## config.mk

```make
export PLATFORM = sky130hd
export DESIGN_NAME = pci_config_device_regs
export DESIGN_NICKNAME = d
export VERILOG_FILES = /design/src/pci_dev_pkg.sv /design/src/timeout_mon_if.sv /design/src/timeout_mon.sv /design/src/pci_config_device_regs.sv
export VERILOG_INCLUDE_DIRS = /design/src
export SDC_FILE = /design/constraint.sdc
export NUM_CORES = 1
export LEC_CHECK = 0
export BUFFER_PORTS_ARGS = -buffer_cell sky130_fd_sc_hd__buf_2
export CAP_MARGIN = 20
export CORE_MARGIN = 5
export CORE_UTILIZATION = 64
export CTS_BUF_LIST = sky130_fd_sc_hd__clkbuf_8
export CTS_CLUSTER_DIAMETER = 80
export DETAILED_ROUTE_END_ITERATION = 12
export MAX_ROUTING_LAYER = met4
export PLACE_DENSITY_LB_ADDON = 0.2
export SETUP_SLACK_MARGIN = 0.5
export SYNTH_ARGS = -nofsm -noshare
export SYNTH_HDL_FRONTEND = slang
export SYNTH_SLANG_ARGS = --single-unit
```

## constraint.sdc

```tcl
create_clock -name clk_i -period 5.1 [get_ports clk_i]
set_input_delay 0.765 -clock clk_i [delete_from_list [all_inputs] [get_ports clk_i]]
set_output_delay 0.765 -clock clk_i [all_outputs]
set_load 0.01 [all_outputs]
```

## src/pci_dev_cfg.svh

```systemverilog
// offsets, reset values, field positions and counts of the device-specific configuration registers
`ifndef PCI_DEV_CFG_SVH
`define PCI_DEV_CFG_SVH

`define CFG_OFF_INT_LINE      8'h3c
`define CFG_OFF_INT_PIN       8'h3d
`define CFG_OFF_GRANT_HINT    8'h3e
`define CFG_OFF_LAT_HINT      8'h3f
`define CFG_OFF_TRDY_TO       8'h40
`define CFG_OFF_RETRY_TO      8'h41
`define CFG_OFF_RELEASE       8'h60
`define CFG_OFF_FRAME_LENGTH_ADJUST         8'h61
`define CFG_OFF_WAKE_MASK     8'h62
`define CFG_OFF_PM_CAP        8'hdc
`define CFG_OFF_PM_NEXT       8'hdd

`define RST_INT_PIN           8'h01
`define RST_TRDY_TO           8'h00
`define RST_RETRY_TO          8'h80
`define RST_RELEASE           8'h20
`define RST_FRAME_LENGTH_ADJUST             8'h20
`define RST_WAKE_MASK         16'h0007
`define RST_PM_POWER_CAP_IDENTIFIER         8'h01
`define RST_PM_NEXT           8'h00

`define FS_GRANT_HINT         8'h01
`define HS_GRANT_HINT         8'h02
`define FS_LAT_HINT           8'h2a
`define HS_LAT_HINT           8'h10
`define HINT_UNIT_NS          250
`define HINT_BUS_MHZ          33

`define TRDY_LIMIT_W          13
`define TRDY_LIMIT_LSB        5
`define FRAME_LENGTH_ADJUST_W               6
`define FRAME_LENGTH_ADJUST_RSV_MASK        8'hc0
`define SOF_BASE_CYCLES       17'd59488
`define SOF_CNT_W             17

`endif

```

## src/pci_dev_pkg.sv

```systemverilog
// types shared by the configuration register bank
package pci_dev_pkg;
    typedef logic [31:0] dword_t;
    typedef logic [7:0]  byte_t;
    typedef logic [12:0] limit_t;
    typedef logic [16:0] sof_cnt_t;
endpackage

```

## src/timeout_mon_if.sv

```systemverilog
// carrier between the register bank and one time-out monitor
`timescale 1ns/1ns
`default_nettype none
interface timeout_mon_if;
    import pci_dev_pkg::*;
    logic   restart;
    logic   step;
    limit_t limit;
    logic   expired;
    modport bank (output restart, output step, output limit, input expired);
    modport mon  (input restart, input step, input limit, output expired);
endinterface
`default_nettype wire

```

## src/timeout_mon.sv

```systemverilog
// counts steps within one transaction and pulses when the count passes the limit
`timescale 1ns/1ns
`default_nettype none
module timeout_mon
    import pci_dev_pkg::*;
#(
    parameter int CNT_W = 13
) (
    input  wire logic  clk_i,   // bus clock
    input  wire logic  nrst_i,  // async reset, low
    timeout_mon_if.mon mon      // restart, step, limit, expired
);
    initial begin
        if (CNT_W < 13) begin
            $error("timeout_mon needs at least 13 count bits");
        end
    end

    logic [CNT_W-1:0] cnt_q;
    logic             fired_q;

    // restart clears the count so a limit spans one transaction only
    always_ff @(posedge clk_i or negedge nrst_i) begin
        if (!nrst_i) begin
            cnt_q <= '0;
        end else if (mon.restart) begin
            cnt_q <= '0;
        end else if (mon.step && cnt_q != '1) begin
            cnt_q <= cnt_q + 1'b1;
        end
    end

    // one report per transaction; a zero limit disables checking
    always_ff @(posedge clk_i or negedge nrst_i) begin
        if (!nrst_i) begin
            fired_q <= 1'b0;
        end else if (mon.restart) begin
            fired_q <= 1'b0;
        end else if (mon.expired) begin
            fired_q <= 1'b0 | 1'b1;
        end
    end

    assign mon.expired = !fired_q && (mon.limit != '0)
                         && (cnt_q > CNT_W'(mon.limit));
endmodule // timeout_mon
`default_nettype wire

```

## src/pci_config_device_regs.sv

```systemverilog
// device-specific configuration registers, bus monitors and microframe timer
`timescale 1ns/1ns
`default_nettype none
`include "pci_dev_cfg.svh"

// Contract
// - interrupt pin byte is read-only and reads 1, meaning the first interrupt line.
// - grant and latency hints count in 250 ns units; zero means no demand.
// - read-only grant hint is 1 for full-speed, 2 for high-speed function.
// - target-ready time-out byte at 40h is writable, resets to zero, zero disables.
// - target-ready limit is the byte shifted up by five, in bus clocks.
// - target-ready wait beyond the limit sets the unrecoverable-error flag.
// - retry time-out byte at 41h is writable, resets to 80h, zero disables.
// - retries beyond the retry limit set the unrecoverable-error flag.
// - high-speed function reads release number 20h at 60h.
// - microframe lasts 59488 plus six-bit adjust value counter clocks.
// - a new adjust value retunes the length of the frame in progress and of following frames.
// - adjust field at 61h bits 5..0 resets to 32, giving 59520 clocks.
// - 16-bit wake mask at 62h resets to 0007h and steers nothing.
// - capability identifier reads 01h at the capability pointer location.
// - next-item pointer follows the identifier and reads zero.
module pci_config_device_regs
    import pci_dev_pkg::*;
#(
    parameter bit HS_FUNC = 1'b1   // 1: high-speed function, 0: full-speed function
) (
    input  wire logic         clk_i,          // bus clock
    input  wire logic         nrst_i,         // bus reset, async, low
    input  wire logic         cfg_req_i,      // configuration access strobe
    input  wire logic         cfg_we_i,       // 1 write, 0 read
    input  wire logic [7:0]   cfg_addr_i,     // byte address, bits 1..0 ignored
    input  wire logic [3:0]   cfg_be_i,       // byte enables
    input  wire logic [31:0]  cfg_wdata_i,    // write data
    output logic              cfg_ack_o,      // access done, one cycle
    output logic      [31:0]  cfg_rdata_o,    // read data
    input  wire logic         txn_start_i,    // new bus transaction begins
    input  wire logic         trdy_wait_i,    // target-ready still pending this cycle
    input  wire logic         retry_i,        // one retry seen this cycle
    input  wire logic         err_clear_i,    // clears the unrecoverable-error flag
    output logic              unrecoverable_error_flag_o, // sticky error status
    input  wire logic         sof_clk_en_i,   // microframe counter clock enable
    output logic              sof_o,          // microframe start pulse
    output logic      [7:0]   interrupt_pin_select_o // interrupt line in use
);
    initial begin
        if (HS_FUNC !== 1'b0 && HS_FUNC !== 1'b1) begin
            $error("HS_FUNC must be 0 or 1");
        end
    end

    // both hints count in 250 ns units; zero would mean no demand on latency timers
    localparam byte_t GRANT_HINT = HS_FUNC ? `HS_GRANT_HINT : `FS_GRANT_HINT;
    localparam byte_t LAT_HINT   = HS_FUNC ? `HS_LAT_HINT : `FS_LAT_HINT;

    byte_t            trdy_to_q;
    byte_t            retry_to_q;
    byte_t            frame_length_adjust_q;
    logic [15:0]      wake_mask_q;
    logic             ue_q;
    logic             ack_q;
    dword_t           rdata_q;
    sof_cnt_t         sof_cnt_q;
    logic             sof_q;

    logic             wr;
    logic [5:0]       dw;
    dword_t           rd_word;

    assign wr = cfg_req_i && cfg_we_i;
    assign dw = cfg_addr_i[7:2];

    // writable bytes, each lane gated by its enable
    always_ff @(posedge clk_i or negedge nrst_i) begin
        if (!nrst_i) begin
            trdy_to_q  <= `RST_TRDY_TO;
            retry_to_q <= `RST_RETRY_TO;
        end else if (wr && dw == `CFG_OFF_TRDY_TO >> 2) begin
            if (cfg_be_i[0]) begin
                trdy_to_q <= cfg_wdata_i[7:0];
            end
            if (cfg_be_i[1]) begin
                retry_to_q <= cfg_wdata_i[15:8];
            end
        end
    end

    // high-speed function block; absent in full-speed functions
    always_ff @(posedge clk_i or negedge nrst_i) begin
        if (!nrst_i) begin
            frame_length_adjust_q     <= `RST_FRAME_LENGTH_ADJUST;
            wake_mask_q <= `RST_WAKE_MASK;
        end else if (HS_FUNC && wr && dw == `CFG_OFF_RELEASE >> 2) begin
            if (cfg_be_i[1]) begin
                frame_length_adjust_q <= cfg_wdata_i[15:8];
            end
            if (cfg_be_i[2]) begin
                wake_mask_q[7:0] <= cfg_wdata_i[23:16];
            end
            if (cfg_be_i[3]) begin
                wake_mask_q[15:8] <= cfg_wdata_i[31:24];
            end
        end
    end

    // read mux; unmapped words and bytes outside this bank read as zero
    always_comb begin
        rd_word = '0;
        unique case (dw)
            6'(`CFG_OFF_INT_LINE >> 2): begin
                rd_word = {LAT_HINT, GRANT_HINT, byte_t'(`RST_INT_PIN), 8'h00};
            end
            6'(`CFG_OFF_TRDY_TO >> 2): begin
                rd_word = {16'h0000, retry_to_q, trdy_to_q};
            end
            6'(`CFG_OFF_RELEASE >> 2): begin
                if (HS_FUNC) begin
                    rd_word = {wake_mask_q, frame_length_adjust_q, byte_t'(`RST_RELEASE)};
                end
            end
            6'(`CFG_OFF_PM_CAP >> 2): begin
                rd_word = {16'h0000, byte_t'(`RST_PM_NEXT), byte_t'(`RST_PM_POWER_CAP_IDENTIFIER)};
            end
            default: begin
                rd_word = '0;
            end
        endcase
    end

    // every access answers one cycle after its strobe
    always_ff @(posedge clk_i or negedge nrst_i) begin
        if (!nrst_i) begin
            ack_q   <= 1'b0;
            rdata_q <= '0;
        end else begin
            ack_q <= cfg_req_i;
            if (cfg_req_i && !cfg_we_i) begin
                rdata_q <= rd_word;
            end
        end
    end

    assign cfg_ack_o   = ack_q;
    assign cfg_rdata_o = rdata_q;
    assign interrupt_pin_select_o = `RST_INT_PIN;

    // bus monitors
    timeout_mon_if trdy_mon ();
    timeout_mon_if retry_mon ();

    assign trdy_mon.restart  = txn_start_i;
    assign trdy_mon.step     = trdy_wait_i;
    assign trdy_mon.limit    = {trdy_to_q, `TRDY_LIMIT_LSB'(0)};
    assign retry_mon.restart = txn_start_i;
    assign retry_mon.step    = retry_i;
    assign retry_mon.limit   = limit_t'(retry_to_q);

    timeout_mon #(
        .CNT_W (`TRDY_LIMIT_W)
    ) u_trdy_mon (
        .clk_i  (clk_i),
        .nrst_i (nrst_i),
        .mon    (trdy_mon.mon)
    );

    timeout_mon #(
        .CNT_W (`TRDY_LIMIT_W)
    ) u_retry_mon (
        .clk_i  (clk_i),
        .nrst_i (nrst_i),
        .mon    (retry_mon.mon)
    );

    // sticky error status; a new expiry wins over a clear in the same cycle
    always_ff @(posedge clk_i or negedge nrst_i) begin
        if (!nrst_i) begin
            ue_q <= 1'b0;
        end else if (trdy_mon.expired || retry_mon.expired) begin
            ue_q <= 1'b1;
        end else if (err_clear_i) begin
            ue_q <= 1'b0;
        end
    end

    assign unrecoverable_error_flag_o = ue_q;

    // microframe timer; the length follows the live adjust value
    sof_cnt_t frame_last;
    assign frame_last = `SOF_BASE_CYCLES + sof_cnt_t'(frame_length_adjust_q[`FRAME_LENGTH_ADJUST_W-1:0]) - 17'd1;

    always_ff @(posedge clk_i or negedge nrst_i) begin
        if (!nrst_i) begin
            sof_cnt_q <= '0;
            sof_q     <= 1'b0;
        end else begin
            sof_q <= 1'b0;
            if (HS_FUNC && sof_clk_en_i) begin
                if (sof_cnt_q >= frame_last) begin
                    sof_cnt_q <= '0;
                    sof_q     <= 1'b1;
                end else begin
                    sof_cnt_q <= sof_cnt_q + 17'd1;
                end
            end
        end
    end

    assign sof_o = sof_q;
endmodule // pci_config_device_regs
`default_nettype wire

```

==> results.tsv <==
metric	value	unit
crit start category	flip-flop	
Chip Height	110	um
WP depth	10	
Slowest cell on crit path	a21boi_2	
mapped cell area	6370	um^2
Synth Instances	600	
Area Growth Syn to Fin	15.3	%
Core ar.	9730	um^2
clock power share	0.432	
I/O Pins	96	
CTS root buf	clkbuf_8	
crit path from	frame_length_adjust_q[2]	
Final nets	768	
drt first pass iters	5	
post-CTS setup buffers	0	
Reg power frac	0.437	
hold buffer count at cts	0	
DRT antenna net count	0	
antenna fix cells	0	
Fmax	0.357	GHz
share of the synthesized area in the top cell type	0.452	
Max IR drop VDD	292	uV
Max H-tree Level	4	
Clk pin slew, worst setup/hold paths	80	ps
kind of critical path	reg -> reg	
crit share post-route	0.549	
Hold WC Path Type	in -> async	
Hold Fails Final Rpt	0	
Synth Flop Type	dfrtp_1	
Hold WS	181	ps
Comb pwr share	0.131	
Total GRT Usage	0.258	
worst setup margin	2300	ps
Synth cell types	62	
Adder-Cell Fraction of Synth Area	0.0569	
CTS Buf Count	17	
layout cell share with drive strength beyond 1	0.266	
Max-Cap Viols	0	
largest net degree at the start of global routing	88	
GP Congestion	0.875	
initial antenna violation count	0	
top-count cell post-synth	dfrtp_1	
Synth async-reset ratio	1.00	
TritonCTS clock tree	yes	
Slew Viols, Final	0	
fin util	0.755	
switching pwr	0.635	mW
compound-gate portion of the synthesized area	0.0972	
Crit path max-delay family	compound AO/OA/AOI/OAI gates	
initial cell density of the core	0.655	
routed len/inst	16.6	um
worst path bufs/invs	0	
final setup TNS	0	ps
RSZ-0062 raised after global routing	false	
DRT Wirelength	13.8	mm
crit end category	flip-flop	
first-pass GRT wire length	23.3	mm
CP required	5410	ps
EDFF count, synth	0	
reg2reg path depth	10	
HPWL Detailed	9.88	mm
post-CTS sizing	0	
outcome	finished clean	
worst rel slew slack	0.504	
pwr dens	331	nW/um^2
port bufs	85	
Tmin final	2800	ps
Clk Latency, worst-skew pair	440	ps
Design Area, Final	7350	um^2
largest area contributor in the netlist	dfrtp_1	
dpl cell area	6830	um^2
worst path cell trace	nor2_1, nand3_1, o21ai_0, nand2_1, ha_1, nand4b_4, a2111oi_4, o41ai_4, a21boi_2, nor2_1	
Filler Cells Inserted	711	
vias	4757	
post-synthesis sequential area ratio	0.472	
vias in the first global route	4819	
largest family of logic cells by synthesized area	simple AND/OR/NAND/NOR gates	
crit-path max cell delay	500	ps
DRT iter0 DRCs	223	
grt total ovfl	0	
die area	12100	um^2
Die X	110	um
Reg2Reg Setup Slack	2300	ps
worst-path fanout max	13	
mux contribution to synthesized area	0.0997	
Least-Margin Pin Slew	738	ps
XOR/XNOR Fraction of Synth Area	0.0399	
drt via density	5.72	
Simple-Gate Fraction of Synth Area	0.185	
Seq cells post-synth	120	
Sink Count	120	
CTS Buffer Depth	2	
largest cells by area after synthesis	dfrtp_1 (45%), ha_1 (5.7%), mux2_2 (4.8%)	
Finish-stage setup viols	0	
Most Frequent Cell on Critical Path	nor2_1	
Synth Area per Inst	10.6	um^2
DRC	0	
most frequent cells after synthesis	dfrtp_1 (115), nand2_1 (76), nor2_1 (42)	
Yosys warnings	0	
leakage	3.65	nW
Sw Share	0.261	
Worst EP arrival	3110	ps
RR Startpoint	frame_length_adjust_q[2]	
Cell Int Power	1.80	mW
FP Rows	36	
Layout Skew	13.9	ps
worst slack, placed	2310	ps
logic make-up (layout without fill, tap and decap cells):
| family | Yosys count | count (layout) |
|---|---|---|
| compound gates | 91 | 91 |
| xor+xnor | 29 | 29 |
| fa+ha+maj | 29 | 29 |
| buf+inv | 61 | 154 |
| flops | 120 | 120 |
| mux | 52 | 52 |
| other cells | 2 | 8 |
| simple gates | 216 | 216 |
power by group through the flow:
stage | registers, mW | logic (mW) | clock network, mW
2_1_floorplan | 1.07 | 0.224 | 0
6_report | 1.06 | 0.319 | 1.05
5_1_grt | 1.07 | 0.359 | 1.11
3_3_place_gp | 1.08 | 0.297 | 0
3_5_place_dp | 1.08 | 0.317 | 0
4_1_cts | 1.06 | 0.320 | 1.06
placed cells by master, fill, tap and decap left out, drive strengths merged, types with 4 or more instances in the layout:
cell,netlist,routed
xnor2,13,13
clkbuf,13,19
and2,5,5
and3,8,8
nand2b,4,4
inv,33,36
o21a,4,4
nand4,15,15
xor2,16,16
nor2b,7,7
a21oi,24,24
nor3,5,5
mux2i,8,8
nor2,44,44
conb,2,8
bufinv,0,6
and4,10,10
o31ai,11,11
nand2,77,77
buf,15,89
nor4,6,6
mux2,44,44
dfrtp,115,115
nand4b,4,4
nand3,25,25
o21ai,29,29
dfstp,5,5
ha,29,29
metrics by stage:
step                total power [mW]  instances
floorplan                       1.29        606
global placement                1.37        799
detailed placement              1.40        799
CTS                             2.44        831
global route                    2.54        832
finish                          2.43        832
worst paths after layout:
kind / endpoint
max in group asynchronous: frame_length_adjust_q[5]
min reg2reg: cfg_rdata_o[22]
max reg2reg: sof_cnt_q[6]
min: cfg_rdata_o[14]
min in group clk_i: cfg_rdata_o[22]
max: sof_cnt_q[6]
registers in the layout, indices dropped and copies added, names as in the netlist, 8 cells and up:
| name | count |
|---|---|
| cfg_rdata_o | 32 |
| sof_cnt_q | 17 |
| wake_mask_q | 16 |
| u_retry_mon.cnt_q | 13 |
| u_trdy_mon.cnt_q | 13 |
| frame_length_adjust_q | 8 |
| retry_to_q | 8 |
| trdy_to_q | 8 |
area by class of cell:
type,count,area (um^2),area share
clock buffers,19,262,0.0356
inverters,33,124,0.0169
well taps,133,166,0.0226
flip-flops and latches,120,3010,0.410
multi-input cells,425,3080,0.419
repair buffers,89,478,0.0651
clock inverters,13,226,0.0308
routing by layer:
layer | vias to the layer above | track usage | part of all wire
li1 | 2268 | - | -
met1 | 2328 | 0.334 | 0.44
met2 | 147 | 0.406 | 0.49
met3 | 14 | 0.0669 | 0.060
met4 | 0 | 0.0677 | 0.011
met5 | - | - | 0
(Power assumes the default switching activity.)
